### config.mk
export PLATFORM = sky130hd
export DESIGN_NAME = plgm_port_loop_guard
export DESIGN_NICKNAME = d
export VERILOG_FILES = /design/src/plgm_pkg.sv /design/src/plgm_port_loop_guard.sv
export SDC_FILE = /design/constraint.sdc
export NUM_CORES = 1
export LEC_CHECK = 0
export ABC_AREA = 0
export BUFFER_PORTS_ARGS = -buffer_cell sky130_fd_sc_hd__buf_2
export CAP_MARGIN = 20
export CELL_PAD_IN_SITES_DETAIL_PLACEMENT = 1
export CELL_PAD_IN_SITES_GLOBAL_PLACEMENT = 1
export CORE_MARGIN = 1.5
export CORE_UTILIZATION = 40
export CTS_CLUSTER_SIZE = 28
export DETAILED_ROUTE_END_ITERATION = 8
export PLACE_DENSITY_LB_ADDON = 0.1
export SLEW_MARGIN = 10
export SYNTH_ARGS = -nofsm -noshare
export SYNTH_HDL_FRONTEND = slang
export SYNTH_SLANG_ARGS = --single-unit
### constraint.sdc
create_clock -name ref_clk_in -period 2.3 [get_ports ref_clk_in]
set_input_delay 0.575 -clock ref_clk_in [delete_from_list [all_inputs] [get_ports ref_clk_in]]
set_output_delay 0.575 -clock ref_clk_in [all_outputs]
set_load 0.05 [all_outputs]
### src/plgm_pkg.sv
// constants, types and register map of the port loop guard and mirror block
// What this block does
// RQ1: probe each enabled port every two seconds
// RQ2: own probe returning on sender port blocks it
// RQ3: re-enable and reprobe after recovery interval
// RQ4: recovery interval 1 to 60 minutes, default 1
// RQ5: per-port auto recovery, default on, gates re-enable
// RQ6: global loop enable gates probing and blocking
// RQ7: per-port loop enable, default off
// RQ8: probes go to configurable destination address
// RQ9: every loop shutdown raises a reportable event
// RQ10: expose blocked, enable, recovery setting and interval
// RQ11: ingress mirror copies source receive frames to monitor
// RQ12: egress mirror copies source transmit frames to monitor
// RQ13: monitor port may never be a mirror source
// RQ14: trunk member port refused as monitor port
// RQ15: chosen monitor port drops out of source set
// RQ16: global mirror enable gates all copying
// RQ17: without negotiation sense speed, run half duplex
// RQ18: full duplex flow control sends pause on full buffer
// RQ19: half duplex flow control jams with collision
// RQ20: crossover detection only under full auto negotiation
// RQ21: negotiation advertises and uses configured speed, duplex
// RQ22: manual recovery command unblocks port, resumes probing
package plgm_pkg;
  // =====================================================================
  // sizes
  localparam int PLGM_NPORT = 10;
  localparam int PLGM_PW = 4;
  localparam int PLGM_AW = 8;
  localparam int PLGM_DW = 32;
  localparam int PLGM_MACW = 48;
  localparam int PLGM_MACLO = 32;
  localparam int PLGM_RTW = 7;
  localparam int PLGM_SPW = 2;
  localparam int PLGM_TMRW = 40;
  localparam int PLGM_SYNC = 3;
  // =====================================================================
  // timing
  localparam longint PLGM_CLK_HZ = 250_000_000;
  localparam longint PLGM_PROBE_S = 2;
  localparam longint PLGM_MINUTE_S = 60;
  localparam longint PLGM_PROBE_CYC = PLGM_PROBE_S * PLGM_CLK_HZ;
  localparam longint PLGM_MINUTE_CYC = PLGM_MINUTE_S * PLGM_CLK_HZ;
  localparam logic [PLGM_RTW-1:0] PLGM_REC_MIN = 7'h01;
  localparam logic [PLGM_RTW-1:0] PLGM_REC_MAX = 7'h3c;
  localparam logic [PLGM_RTW-1:0] PLGM_REC_DEF = 7'h01;
  // =====================================================================
  // register byte offsets
  localparam logic [PLGM_AW-1:0] PLGM_R_CTRL = 8'h00;
  localparam logic [PLGM_AW-1:0] PLGM_R_MAC_LO = 8'h04;
  localparam logic [PLGM_AW-1:0] PLGM_R_MAC_HI = 8'h08;
  localparam logic [PLGM_AW-1:0] PLGM_R_LD_EN = 8'h0c;
  localparam logic [PLGM_AW-1:0] PLGM_R_AUTO_REC = 8'h10;
  localparam logic [PLGM_AW-1:0] PLGM_R_BLOCKED = 8'h14;
  localparam logic [PLGM_AW-1:0] PLGM_R_LOOP_EVT = 8'h18;
  localparam logic [PLGM_AW-1:0] PLGM_R_MAN_REC = 8'h1c;
  localparam logic [PLGM_AW-1:0] PLGM_R_REC_T0 = 8'h20;
  localparam logic [PLGM_AW-1:0] PLGM_R_REC_TN = 8'h44;
  localparam logic [PLGM_AW-1:0] PLGM_R_MIR_ING = 8'h48;
  localparam logic [PLGM_AW-1:0] PLGM_R_MIR_EGR = 8'h4c;
  localparam logic [PLGM_AW-1:0] PLGM_R_MIR_DST = 8'h50;
  localparam logic [PLGM_AW-1:0] PLGM_R_TRUNK = 8'h54;
  localparam logic [PLGM_AW-1:0] PLGM_R_MIR_ERR = 8'h58;
  localparam logic [PLGM_AW-1:0] PLGM_R_AN_EN = 8'h5c;
  localparam logic [PLGM_AW-1:0] PLGM_R_FC_EN = 8'h60;
  localparam logic [PLGM_AW-1:0] PLGM_R_CFG_SPD = 8'h64;
  localparam logic [PLGM_AW-1:0] PLGM_R_CFG_FDX = 8'h68;
  localparam logic [PLGM_AW-1:0] PLGM_R_ST_SPD = 8'h6c;
  localparam logic [PLGM_AW-1:0] PLGM_R_ST_FDX = 8'h70;
  // =====================================================================
  // fields and reset values
  localparam int PLGM_CTRL_LD = 0;
  localparam int PLGM_CTRL_MIR = 1;
  localparam int PLGM_ERR_SRC = 0;
  localparam int PLGM_ERR_DST = 1;
  localparam int PLGM_ERRW = 2;
  localparam logic [PLGM_NPORT-1:0] PLGM_MASK_NONE = 10'h000;
  localparam logic [PLGM_NPORT-1:0] PLGM_MASK_ALL = 10'h3ff;
  localparam logic [PLGM_SPW-1:0] PLGM_SPD_10 = 2'h0;
  localparam logic [PLGM_SPW-1:0] PLGM_SPD_100 = 2'h1;
  localparam logic [PLGM_SPW-1:0] PLGM_SPD_1000 = 2'h2;
  localparam logic [PLGM_MACW-1:0] PLGM_MAC_DEF = 48'h0;
  // =====================================================================
  // types
  typedef logic [PLGM_NPORT-1:0] plgm_mask_t;
  typedef logic [PLGM_PW-1:0] plgm_port_t;
  typedef logic [PLGM_NPORT*PLGM_SPW-1:0] plgm_spd_t;
  typedef enum logic [2:0] {
    PLGM_LD_OFF = 3'b001,
    PLGM_LD_PROBE = 3'b010,
    PLGM_LD_BLOCK = 3'b100
  } plgm_ld_e;
  typedef struct packed {
    logic valid;
    plgm_port_t port;
    plgm_port_t origin;
    logic is_probe;
    logic [PLGM_MACW-1:0] da;
  } plgm_rx_evt_s;
  typedef struct packed {
    logic valid;
    plgm_port_t port;
  } plgm_frm_s;
  typedef struct packed {
    logic valid;
    plgm_port_t src;
    plgm_port_t dst;
  } plgm_copy_s;
endpackage : plgm_pkg

### src/plgm_port_loop_guard.sv
// per-port loop guard, traffic mirror and link/flow control of the switch
module plgm_port_loop_guard
  import plgm_pkg::*;
#(
  parameter logic [PLGM_TMRW-1:0] PROBE_CYC = PLGM_TMRW'(PLGM_PROBE_CYC),
  parameter logic [PLGM_TMRW-1:0] MINUTE_CYC = PLGM_TMRW'(PLGM_MINUTE_CYC)
) (
  input wire logic ref_clk_in, // 250 mhz clock
  input wire logic resetn_in, // async reset, active low
  input wire logic [PLGM_AW-1:0] addr_in, // register byte address
  input wire logic [PLGM_DW-1:0] wdata_in, // write data
  input wire logic wr_in, // write strobe
  input wire logic rd_in, // read strobe
  output logic [PLGM_DW-1:0] rdata_out, // read data, cycle after strobe
  input wire plgm_rx_evt_s probe_rx_in, // received loop probe frame
  output plgm_mask_t probe_tx_out, // send one probe on port, pulse
  output logic [PLGM_MACW-1:0] probe_da_out, // probe destination address
  output plgm_mask_t port_dis_out, // port shut by loop guard
  output plgm_frm_s loop_evt_out, // loop shutdown event, pulse
  input wire plgm_frm_s rx_frm_in, // frame received on port
  input wire plgm_frm_s tx_frm_in, // frame sent on port
  output plgm_copy_s mir_ing_out, // ingress copy to monitor port
  output plgm_copy_s mir_egr_out, // egress copy to monitor port
  input wire plgm_mask_t partner_an_in, // pin: partner negotiates
  input wire plgm_spd_t line_spd_in, // pin: sensed line speed
  input wire plgm_mask_t buf_full_in, // receive buffers full
  output plgm_mask_t pause_out, // send pause frame, pulse
  output plgm_mask_t jam_out, // drive collision, level
  output plgm_spd_t spd_out, // resolved speed
  output plgm_mask_t fdx_out, // resolved full duplex
  output plgm_spd_t adv_spd_out, // advertised speed
  output plgm_mask_t adv_fdx_out, // advertised full duplex
  output plgm_mask_t mdix_en_out // crossover detection enable
);

  function automatic plgm_mask_t port_bit(input plgm_port_t p);
    port_bit = PLGM_MASK_NONE;
    if (p < PLGM_PW'(PLGM_NPORT)) begin
      port_bit[p] = 1'b1;
    end
  endfunction : port_bit

  // =====================================================================
  // register file
  logic ld_glob_ff, mir_en_ff;
  logic [PLGM_MACW-1:0] mac_ff;
  plgm_mask_t ld_en_ff, auto_rec_ff, evt_sticky_ff, man_rec_ff;
  plgm_mask_t ing_ff, egr_ff, trunk_ff, an_en_ff, fc_en_ff, cfg_fdx_ff;
  plgm_spd_t cfg_spd_ff;
  plgm_port_t dst_ff;
  logic [PLGM_ERRW-1:0] err_ff;
  logic [PLGM_RTW-1:0] rec_t_ff [PLGM_NPORT];
  plgm_ld_e st_ff [PLGM_NPORT];
  plgm_ld_e nxt_st [PLGM_NPORT];
  plgm_mask_t loop_hit_w, blocked_w, rec_done_w;

  wire plgm_mask_t wd_mask = wdata_in[PLGM_NPORT-1:0];
  wire plgm_port_t wd_port = wdata_in[PLGM_PW-1:0];
  wire logic [PLGM_RTW-1:0] wd_rec = wdata_in[PLGM_RTW-1:0];
  wire logic wr_ctrl = wr_in && addr_in == PLGM_R_CTRL;
  wire logic wr_ing = wr_in && addr_in == PLGM_R_MIR_ING;
  wire logic wr_egr = wr_in && addr_in == PLGM_R_MIR_EGR;
  wire logic wr_dst = wr_in && addr_in == PLGM_R_MIR_DST;
  wire logic wr_evt = wr_in && addr_in == PLGM_R_LOOP_EVT;
  wire logic wr_err = wr_in && addr_in == PLGM_R_MIR_ERR;
  wire logic wr_man = wr_in && addr_in == PLGM_R_MAN_REC;
  wire logic rec_range = addr_in >= PLGM_R_REC_T0 && addr_in <= PLGM_R_REC_TN;
  wire logic rec_hit = rec_range && addr_in[1:0] == 2'h0;
  wire logic [PLGM_AW-1:0] rec_off = addr_in - PLGM_R_REC_T0;
  wire plgm_port_t rec_idx = rec_off[PLGM_PW+1:2];
  wire logic rec_val_ok = wd_rec >= PLGM_REC_MIN && wd_rec <= PLGM_REC_MAX; // [RQ4]
  wire plgm_mask_t dst_bit = port_bit(dst_ff);
  wire plgm_mask_t new_dst_bit = port_bit(wd_port);
  // a source set that names the monitor port is refused whole
  wire logic ing_bad = (wd_mask & dst_bit) != PLGM_MASK_NONE; // [RQ13]
  wire logic egr_bad = (wd_mask & dst_bit) != PLGM_MASK_NONE; // [RQ13]
  wire logic dst_bad = (new_dst_bit & trunk_ff) != PLGM_MASK_NONE
                       || new_dst_bit == PLGM_MASK_NONE; // [RQ14]
  wire logic [PLGM_ERRW-1:0] err_set = {wr_dst && dst_bad,
                                         (wr_ing && ing_bad) || (wr_egr && egr_bad)};
  wire plgm_mask_t nxt_ing = wr_dst && !dst_bad ? ing_ff & ~new_dst_bit : // [RQ15]
                             wr_ing && !ing_bad ? wd_mask : ing_ff;
  wire plgm_mask_t nxt_egr = wr_dst && !dst_bad ? egr_ff & ~new_dst_bit : // [RQ15]
                             wr_egr && !egr_bad ? wd_mask : egr_ff;
  // set wins over write-one-to-clear so no shutdown report is lost
  wire plgm_mask_t nxt_evt = (evt_sticky_ff & ~(wr_evt ? wd_mask : PLGM_MASK_NONE))
                             | loop_hit_w; // [RQ9]
  wire logic [PLGM_ERRW-1:0] nxt_err = (err_ff & ~(wr_err ? wdata_in[PLGM_ERRW-1:0]
                                        : {PLGM_ERRW{1'b0}})) | err_set;

  always_ff @(posedge ref_clk_in or negedge resetn_in) begin
    if (!resetn_in) begin
      ld_glob_ff <= 1'b0;
      mir_en_ff <= 1'b0;
      mac_ff <= PLGM_MAC_DEF;
      ld_en_ff <= PLGM_MASK_NONE; // [RQ7]
      auto_rec_ff <= PLGM_MASK_ALL; // [RQ5]
      evt_sticky_ff <= PLGM_MASK_NONE;
      man_rec_ff <= PLGM_MASK_NONE;
      ing_ff <= PLGM_MASK_NONE;
      egr_ff <= PLGM_MASK_NONE;
      dst_ff <= '0;
      trunk_ff <= PLGM_MASK_NONE;
      err_ff <= '0;
      an_en_ff <= PLGM_MASK_ALL;
      fc_en_ff <= PLGM_MASK_ALL;
      cfg_spd_ff <= {PLGM_NPORT{PLGM_SPD_1000}};
      cfg_fdx_ff <= PLGM_MASK_ALL;
      for (int p = 0; p < PLGM_NPORT; p++) begin
        rec_t_ff[p] <= PLGM_REC_DEF; // [RQ4]
      end
    end else begin
      if (wr_ctrl) begin
        ld_glob_ff <= wdata_in[PLGM_CTRL_LD];
        mir_en_ff <= wdata_in[PLGM_CTRL_MIR];
      end
      if (wr_in && addr_in == PLGM_R_MAC_LO) begin
        mac_ff[PLGM_MACLO-1:0] <= wdata_in; // [RQ8]
      end
      if (wr_in && addr_in == PLGM_R_MAC_HI) begin
        mac_ff[PLGM_MACW-1:PLGM_MACLO] <= wdata_in[PLGM_MACW-PLGM_MACLO-1:0];
      end
      if (wr_in && addr_in == PLGM_R_LD_EN) begin
        ld_en_ff <= wd_mask;
      end
      if (wr_in && addr_in == PLGM_R_AUTO_REC) begin
        auto_rec_ff <= wd_mask;
      end
      if (wr_in && rec_hit && rec_val_ok) begin
        rec_t_ff[rec_idx] <= wd_rec; // [RQ4]
      end
      evt_sticky_ff <= nxt_evt;
      man_rec_ff <= wr_man ? wd_mask : PLGM_MASK_NONE; // [RQ22]
      ing_ff <= nxt_ing;
      egr_ff <= nxt_egr;
      if (wr_dst && !dst_bad) begin
        dst_ff <= wd_port;
      end
      if (wr_in && addr_in == PLGM_R_TRUNK) begin
        trunk_ff <= wd_mask;
      end
      err_ff <= nxt_err;
      if (wr_in && addr_in == PLGM_R_AN_EN) begin
        an_en_ff <= wd_mask;
      end
      if (wr_in && addr_in == PLGM_R_FC_EN) begin
        fc_en_ff <= wd_mask;
      end
      if (wr_in && addr_in == PLGM_R_CFG_SPD) begin
        cfg_spd_ff <= wdata_in[PLGM_NPORT*PLGM_SPW-1:0];
      end
      if (wr_in && addr_in == PLGM_R_CFG_FDX) begin
        cfg_fdx_ff <= wd_mask;
      end
    end
  end

  // =====================================================================
  // read path
  logic [PLGM_DW-1:0] rd_mux;
  always_comb begin
    rd_mux = '0;
    if (rec_hit) begin
      rd_mux[PLGM_RTW-1:0] = rec_t_ff[rec_idx]; // [RQ10]
    end else begin
      unique case (addr_in)
        PLGM_R_CTRL: rd_mux[PLGM_CTRL_MIR:PLGM_CTRL_LD] = {mir_en_ff, ld_glob_ff};
        PLGM_R_MAC_LO: rd_mux = mac_ff[PLGM_MACLO-1:0];
        PLGM_R_MAC_HI: rd_mux[PLGM_MACW-PLGM_MACLO-1:0] = mac_ff[PLGM_MACW-1:PLGM_MACLO];
        PLGM_R_LD_EN: rd_mux[PLGM_NPORT-1:0] = ld_en_ff; // [RQ10]
        PLGM_R_AUTO_REC: rd_mux[PLGM_NPORT-1:0] = auto_rec_ff; // [RQ10]
        PLGM_R_BLOCKED: rd_mux[PLGM_NPORT-1:0] = port_dis_out; // [RQ10]
        PLGM_R_LOOP_EVT: rd_mux[PLGM_NPORT-1:0] = evt_sticky_ff;
        PLGM_R_MIR_ING: rd_mux[PLGM_NPORT-1:0] = ing_ff;
        PLGM_R_MIR_EGR: rd_mux[PLGM_NPORT-1:0] = egr_ff;
        PLGM_R_MIR_DST: rd_mux[PLGM_PW-1:0] = dst_ff;
        PLGM_R_TRUNK: rd_mux[PLGM_NPORT-1:0] = trunk_ff;
        PLGM_R_MIR_ERR: rd_mux[PLGM_ERRW-1:0] = err_ff;
        PLGM_R_AN_EN: rd_mux[PLGM_NPORT-1:0] = an_en_ff;
        PLGM_R_FC_EN: rd_mux[PLGM_NPORT-1:0] = fc_en_ff;
        PLGM_R_CFG_SPD: rd_mux[PLGM_NPORT*PLGM_SPW-1:0] = cfg_spd_ff;
        PLGM_R_CFG_FDX: rd_mux[PLGM_NPORT-1:0] = cfg_fdx_ff;
        PLGM_R_ST_SPD: rd_mux[PLGM_NPORT*PLGM_SPW-1:0] = spd_out;
        PLGM_R_ST_FDX: rd_mux[PLGM_NPORT-1:0] = fdx_out;
        default: rd_mux = '0;
      endcase
    end
  end

  always_ff @(posedge ref_clk_in or negedge resetn_in) begin
    if (!resetn_in) begin
      rdata_out <= '0;
    end else begin
      rdata_out <= rd_in ? rd_mux : '0;
    end
  end

  // =====================================================================
  // probe and minute timebases, shared by all ports
  logic [PLGM_TMRW-1:0] probe_cnt_ff, min_cnt_ff;
  wire logic probe_tick = probe_cnt_ff == PROBE_CYC - 1'b1; // [RQ1]
  wire logic min_tick = min_cnt_ff == MINUTE_CYC - 1'b1;
  logic [PLGM_RTW-1:0] rec_cnt_ff [PLGM_NPORT];

  always_ff @(posedge ref_clk_in or negedge resetn_in) begin
    if (!resetn_in) begin
      probe_cnt_ff <= '0;
      min_cnt_ff <= '0;
    end else begin
      probe_cnt_ff <= probe_tick ? '0 : probe_cnt_ff + 1'b1;
      min_cnt_ff <= min_tick ? '0 : min_cnt_ff + 1'b1;
    end
  end

  // =====================================================================
  // loop guard per port
  // minute ticks are shared, so waiting for interval+1 ticks keeps the
  // hold-off at least the full interval, at most one minute longer
  wire logic rx_loop = probe_rx_in.valid && probe_rx_in.is_probe
                       && probe_rx_in.da == mac_ff // [RQ8]
                       && probe_rx_in.origin == probe_rx_in.port; // [RQ2]
  wire plgm_mask_t rx_port_bit = port_bit(probe_rx_in.port);

  always_comb begin
    for (int p = 0; p < PLGM_NPORT; p++) begin
      // a hit in the cycle the enables drop must not block the port
      loop_hit_w[p] = rx_loop && rx_port_bit[p] && st_ff[p] == PLGM_LD_PROBE
                      && ld_glob_ff && ld_en_ff[p]; // [RQ2] [RQ6]
      blocked_w[p] = st_ff[p] == PLGM_LD_BLOCK;
      rec_done_w[p] = auto_rec_ff[p] && rec_cnt_ff[p] > rec_t_ff[p]; // [RQ3] [RQ5]
      nxt_st[p] = st_ff[p];
      unique case (st_ff[p])
        PLGM_LD_OFF: if (ld_glob_ff && ld_en_ff[p]) nxt_st[p] = PLGM_LD_PROBE;
        PLGM_LD_PROBE: begin
          if (loop_hit_w[p]) begin
            nxt_st[p] = PLGM_LD_BLOCK; // [RQ2]
          end else if (!ld_glob_ff || !ld_en_ff[p]) begin
            nxt_st[p] = PLGM_LD_OFF; // [RQ6] [RQ7]
          end
        end
        PLGM_LD_BLOCK: begin
          if (!ld_glob_ff || !ld_en_ff[p]) begin
            nxt_st[p] = PLGM_LD_OFF; // [RQ6] [RQ7]
          end else if (rec_done_w[p] || man_rec_ff[p]) begin
            nxt_st[p] = PLGM_LD_PROBE; // [RQ3] [RQ22]
          end
        end
        default: nxt_st[p] = PLGM_LD_OFF;
      endcase
    end
  end

  always_ff @(posedge ref_clk_in or negedge resetn_in) begin
    if (!resetn_in) begin
      for (int p = 0; p < PLGM_NPORT; p++) begin
        st_ff[p] <= PLGM_LD_OFF;
        rec_cnt_ff[p] <= '0;
      end
      probe_tx_out <= PLGM_MASK_NONE;
      port_dis_out <= PLGM_MASK_NONE;
      loop_evt_out <= '0;
      probe_da_out <= PLGM_MAC_DEF;
    end else begin
      for (int p = 0; p < PLGM_NPORT; p++) begin
        st_ff[p] <= nxt_st[p];
        rec_cnt_ff[p] <= !blocked_w[p] ? '0 :
                         (min_tick && rec_cnt_ff[p] <= rec_t_ff[p]) ? rec_cnt_ff[p] + 1'b1 :
                         rec_cnt_ff[p];
        probe_tx_out[p] <= probe_tick && nxt_st[p] == PLGM_LD_PROBE; // [RQ1]
        port_dis_out[p] <= nxt_st[p] == PLGM_LD_BLOCK; // [RQ2]
      end
      loop_evt_out.valid <= rx_loop && loop_hit_w != PLGM_MASK_NONE; // [RQ9]
      loop_evt_out.port <= probe_rx_in.port;
      probe_da_out <= mac_ff; // [RQ8]
    end
  end

  // =====================================================================
  // mirroring
  wire logic ing_hit = mir_en_ff && rx_frm_in.valid
                       && (port_bit(rx_frm_in.port) & ing_ff) != PLGM_MASK_NONE; // [RQ11] [RQ16]
  wire logic egr_hit = mir_en_ff && tx_frm_in.valid
                       && (port_bit(tx_frm_in.port) & egr_ff) != PLGM_MASK_NONE; // [RQ12] [RQ16]

  always_ff @(posedge ref_clk_in or negedge resetn_in) begin
    if (!resetn_in) begin
      mir_ing_out <= '0;
      mir_egr_out <= '0;
    end else begin
      mir_ing_out <= '{valid: ing_hit, src: rx_frm_in.port, dst: dst_ff}; // [RQ11]
      mir_egr_out <= '{valid: egr_hit, src: tx_frm_in.port, dst: dst_ff}; // [RQ12]
    end
  end

  // =====================================================================
  // link resolution and flow control
  // pin inputs pass three flops; a change counts once stages two and three agree
  localparam int SW = PLGM_NPORT + PLGM_NPORT * PLGM_SPW;
  logic [SW-1:0] sync1_ff, sync2_ff, sync3_ff, pin_ff;
  wire plgm_mask_t an_ok_w = an_en_ff & pin_ff[PLGM_NPORT-1:0];
  wire plgm_spd_t sensed_w = pin_ff[SW-1:PLGM_NPORT];
  plgm_mask_t full_d_ff;

  always_ff @(posedge ref_clk_in or negedge resetn_in) begin
    if (!resetn_in) begin
      sync1_ff <= '0;
      sync2_ff <= '0;
      sync3_ff <= '0;
      pin_ff <= '0;
      spd_out <= '0;
      fdx_out <= PLGM_MASK_NONE;
      adv_spd_out <= '0;
      adv_fdx_out <= PLGM_MASK_NONE;
      mdix_en_out <= PLGM_MASK_NONE;
      pause_out <= PLGM_MASK_NONE;
      jam_out <= PLGM_MASK_NONE;
      full_d_ff <= PLGM_MASK_NONE;
    end else begin
      sync1_ff <= {line_spd_in, partner_an_in};
      sync2_ff <= sync1_ff;
      sync3_ff <= sync2_ff;
      if (sync2_ff == sync3_ff) begin
        pin_ff <= sync3_ff;
      end
      for (int p = 0; p < PLGM_NPORT; p++) begin
        spd_out[p*PLGM_SPW +: PLGM_SPW] <= an_ok_w[p] ? cfg_spd_ff[p*PLGM_SPW +: PLGM_SPW]
                                          : sensed_w[p*PLGM_SPW +: PLGM_SPW]; // [RQ17] [RQ21]
      end
      fdx_out <= an_ok_w & cfg_fdx_ff; // [RQ17] [RQ21]
      adv_spd_out <= cfg_spd_ff; // [RQ21]
      adv_fdx_out <= cfg_fdx_ff & an_en_ff; // [RQ21]
      mdix_en_out <= an_en_ff; // [RQ20]
      full_d_ff <= buf_full_in;
      // pause once per fill; the partner's pause timer carries the hold
      pause_out <= buf_full_in & ~full_d_ff & fc_en_ff & fdx_out; // [RQ18]
      jam_out <= buf_full_in & fc_en_ff & ~fdx_out; // [RQ19]
    end
  end
endmodule : plgm_port_loop_guard

---- Word-level counts from Yosys, hierarchy flattened ----
Cells that the tools add are included.
storage, ports and cells
  register bits ........................... 765
  input port bits ......................... 152
  output and inout port bits .............. 213
  logic and storage cells ................. 528
cells by class
  add/subtract/negate cells ............... 13
  order comparisons ....................... 41
  equal/unequal tests ..................... 83
  multiplexer cells ....................... 129
  bitwise operators ....................... 24
  reduce and logical (&&, ||, !) cells .... 166
operators with widths
  cell                     count
  $mux W7                  24
  $and A10 B10 Y10         15
  $mux W3                  50
  $logic_and A1 B1 Y1      121
  $mux W10                 11
  $pmux W3 S3              10
  $pmux W6 S15             1
  $eq A8 B7 Y1 const B     11
  $add A40 B1 Y40 const B  2
  $mux W40                 2
  $add A7 B1 Y7 const B    10
  $bwmux W70               1
  $gt A7 B7 Y1             10
  $le A7 B7 Y1             10
  $eq A3 B2 Y1 const B     20
  $eq A3 B3 Y1 const B     20
  $reduce_bool A10 Y1      5
  $eq A48 B48 Y1           1
  $eq A40 B29 Y1 const B   1
  $eq A40 B34 Y1 const B   1
  $not A10 Y10             4
  $pmux W2 S18             1
  $eq A8 B5 Y1 const B     4
  $mux W32                 1
  other kinds (37)         120

---- Longest topological paths before layout ----
  depth after elaboration ................. 13
  depth in mapped cells ................... 11
  gate-level depth less buffers ........... 9

---- Worst setup path before layout ----
Ideal clock, no wire load.
  path type ............................... input port to flip-flop
  start ................................... in addr_in[3]
  end ..................................... reg rec_t_ff[18] (netlist bit)
  library setup time ...................... 125 ps
  arrival time ............................ 2340 ps
  required time ........................... 2175 ps
  slack ................................... -165 ps
  cell stages on the path ................. 11
  buffers on the path ..................... 4
  cells stage by stage .................... buf_2 > nor3_1 > mux2i_1 > nor3_1 > and4b_1 > buf_2 > nor2b_1 > buf_2 > nor2b_1 > buf_2 > mux2_2
on the way
  cells in the longest elaborated chain, start to end .. 7
ends and longest elaborated chain
  item                                                                       line                         text
  start, declared                                                            plgm_port_loop_guard.sv:10   input wire logic [PLGM_AW-1:0] addr_in,
  $sub A6 B6 Y6                                                              plgm_port_loop_guard.sv:69   wire logic [PLGM_AW-1:0] rec_off = addr_in - PLGM_R_REC_T0;
  $not A4 Y5 (implied by the code)                                           plgm_port_loop_guard.sv:130  rec_t_ff[rec_idx] <= wd_rec;
  $ge A5 B5 Y1 (implied by the code) / $lt A5 B1 Y1 (equally long branches)  plgm_port_loop_guard.sv:130
  $logic_and A1 B1 Y1 (implied by the code)                                  plgm_port_loop_guard.sv:130
  $mux W7 (implied by the code)                                              plgm_port_loop_guard.sv:130
  $demux W7 S4                                                               plgm_port_loop_guard.sv:130
  $bwmux W70                                                                 plgm_port_loop_guard.sv:130
  end signal, assigned by index                                              plgm_port_loop_guard.sv:130
  end, declared                                                              plgm_port_loop_guard.sv:52   logic [PLGM_RTW-1:0] rec_t_ff [PLGM_NPORT];
Several ways; a longest one is shown, not always the timed one.
A chain may end at the register's enable or synchronous reset.

==> results.yml <==
setup_path:
  r2r_end: "probe_tx_out[4]"
  r2r_start: "mac_ff[38]"
  ff2ff_path_depth: 9
  critPathArrivalTime_ns: 3.08
  worstSetupPathType: "flip-flop to flip-flop"
  critPathMaxFanout: 3
  startpoint: "mac_ff[38]"
  cp.required_ns: 2.82
  rrSetupSlack_ns: -0.26
  critPathCaptureType: "flip-flop"
  start_kind: "flip-flop"
finish:
  layout_common_cells: "693 x dfrtp_1, 368 x buf_4, 363 x buf_2, 221 x nand2_1, 204 x mux2_2"
  final_util: 0.536
  final_nets: 3853
  diodes: 0
  final-instance-count-excl-fill: 4760
  drive_gt1_frac: 0.383
  syn2layout_area_growth_pct: 32.4
  layout_commonest_cell: "dfrtp_1"
floorplan:
  coreArea_um2: 82200
  rows: 105
  start_util: 0.405
  dieArea_um2: 85000
  die_w_um: 291
  die_y_um: 291
  io_pins: 365
grt:
  grt_util_all_layers: 0.293
  grt_pass1_vias: 28000
  globalRouteOverflowTotal: 0
  grt_pass1_wl_mm: 186
  antenna_found_initial: 16
  grt_max_degree: 98
routing:
  routedWlPerCell_um: 26.5
  dr.first_iter.drc_count: 1798
  vias_per_cell: 5.53
  routed_wl_mm: 126
  num_vias: 26300
  firstDrtPassIters: 6
  final_antenna_net_count: 0
  route.detailed.drc: 0
placed_design:
  portBuffers: 364
  dp_hpwl_mm: 95.8
  dp_cells: 4536
  gp_congestion: 0.972
timing:
  rsz0062_at_grt: "true"
  fin_worst_skew_ns: 0.0590
  finalHoldViolCount: 0
  fin_crit_ns: 2.56
  finalCritPeriodShare: 1.11
  max_freq_mhz: 390
  relSlewSlack: 0.367
  finalSetupViolations: 58
  slew_viol_final: 0
  layout_setup_ws_ns: -0.263
  worst_slew_pin_slew_ns: 0.947
run_status:
  status: "complete, but fails checks"
  violations: "negative setup slack"
logic_synthesis:
  syn_area_per_cell_um2: 11.9
  synth_top_family_by_area: "simple AND/OR/NAND/NOR gates"
  synth-edff-count: 0
  netlist_instances: 2804
  ys_ff_latch: 765
  synthSimpleGateAreaFrac: 0.138
  seq_area_frac_synth: 0.578
  yosysWarnings: 0
  async_flop_share: 1.00
  synth_xor_area_frac: 0.0539
  synth_compound_area_frac: 0.0789
  synth_fp_nets: 3038
  netlist_area_um2: 33300
  synthMuxAreaShare: 0.0937
  ys.flop_type: "dfrtp_1"
  yosysUniqueCellTypes: 86
  synth-adder-area-share: 0.0308
clock_tree:
  path_clk_slew_ns: 0.06
  cts_buffers: 85
  tritoncts: "done"
  root_buffer: "clkbuf_16"
  clock-sinks: 765
  htree_levels: 3
  clk_path_buf_depth: 3
  clock_latency_ns: 0.68
flow_run:
  cap_violations: 0
worst_hold_path:
  worstHoldPathCells: 1
  hp-start: "partner_an_in[4]"
  hold_path_end: "sync1_ff[4]"
  hp-class: "input port to flip-flop"
pwr:
  p_leak_nw: 21.2
  vdd_drop_max_mv: 0.650
  powerDensity_nw_per_um2: 687
-- report_power, final --
part           internal, W  total, W  switching (W)  leakage (nW)
sequential          0.0138    0.0141       0.000298          10.0
clock              0.00808    0.0141        0.00601          1.43
combinational     0.000730   0.00207        0.00134          9.76
total               0.0226    0.0303        0.00765          21.2
-- timing repair --
action,CTS,global route
setup endpoints to repair,88,118
pin swaps,44,53
resized for setup,86,118
hold buffers,34,0
endpoints found under the hold margin,47,0
setup buffers,13,19
cloned,0,3
-- through the flow --
stage	hold WS, ns	setup TNS (ns)	setup WS, ns	total power (W)	area (um2)
global route	0.0142	-16.94	-0.378	0.0312	44100
finish	0.0248	-8.28	-0.263	0.0303	44100
CTS	0.00128	-10.33	-0.306	0.0305	43300
detailed placement	0.336	-109.19	-1.03	0.0164	39600
floorplan	0.279	-1.14	-0.0883	0.0151	33400
global placement	0.332	-100.04	-1.02	0.0163	39600
-- cell usage after synthesis, drive strengths merged (13+ instances only) --
library cell | number | share of area
a22oi | 56 | 0.013
clkbuf | 51 | 0.0058
a31oi | 20 | 0.0038
nand4 | 72 | 0.014
nor3b | 15 | 0.0034
mux2 | 214 | 0.072
mux2i | 26 | 0.0078
nor2 | 198 | 0.023
and3 | 58 | 0.011
buf | 56 | 0.0091
nor4 | 32 | 0.0068
dfstp | 70 | 0.055
dfrtp | 695 | 0.52
mux4 | 20 | 0.014
a21o | 17 | 0.0038
xor2 | 97 | 0.026
nand3 | 89 | 0.013
and2 | 37 | 0.0070
ha | 82 | 0.031
xnor2 | 108 | 0.028
o21ai | 110 | 0.017
nor3 | 45 | 0.0075
nand2 | 234 | 0.027
inv | 105 | 0.012
a21oi | 56 | 0.0084
a22o | 20 | 0.0053
nand2b | 13 | 0.0027
nor2b | 37 | 0.0070
-- sequential cells by signal, indices dropped and copies added (netlist names), 32 cells and up --
name / count
rec_t_ff: 70
mac_ff: 48
probe_da_out: 48
min_cnt_ff: 40
rdata_out: 32
rec_cnt_ff: 70
probe_cnt_ff: 40
-- how the worst max path moves through the flow --
stage | cells past startpoint | slack, ns | end
finish | 9 | -0.26 | probe_tx_out[4]
global route | 9 | -0.38 | probe_tx_out[4]
CTS | 11 | -0.31 | st_ff[19]
detailed placement | 9 | -1.03 | evt_sticky_ff[8]
global placement | 11 | -1.02 | st_ff[16]
floorplan | 11 | -0.09 | rec_t_ff[44]
-- area by class of cell --
type,instances,area (um2)
clock buffers,126,2530
clock inverters,32,415
fillers,8554,38200
inverters,105,394
multi-input cells,1827,14100
flip-flops and latches,765,19200
well taps,1070,1340
repair buffers,835,6070
-- worst max-delay path: stages, from the launching register on --
cell and delay, ns:
dfrtp_2 0.45, xnor2_1 0.14, nand4_1 0.40, nor4_2 0.32
buf_4 0.17, and4_4 0.29, buf_6 0.11, nand4_1 0.21
o21ai_2 0.25, nor3_2 0.05
-- layer usage --
metal,global-route usage,vias to the layer above,wire length [um]
met5,0,-,60
met1,0.411,13800,56500
met2,0.479,740,60000
li1,-,11600,-
met4,0.0818,8,3540
met3,0.0341,209,6010
-- kinds of logic after synthesis --
logic type / after synthesis
xor gates and xnor gates: 205
muxes: 260
buffers and inverters: 212
and+or+nand+nor: 890
DFF: 765
AOI/OAI and AO/OA: 390
adders and majority gates: 82
(Power assumes the default switching activity.)
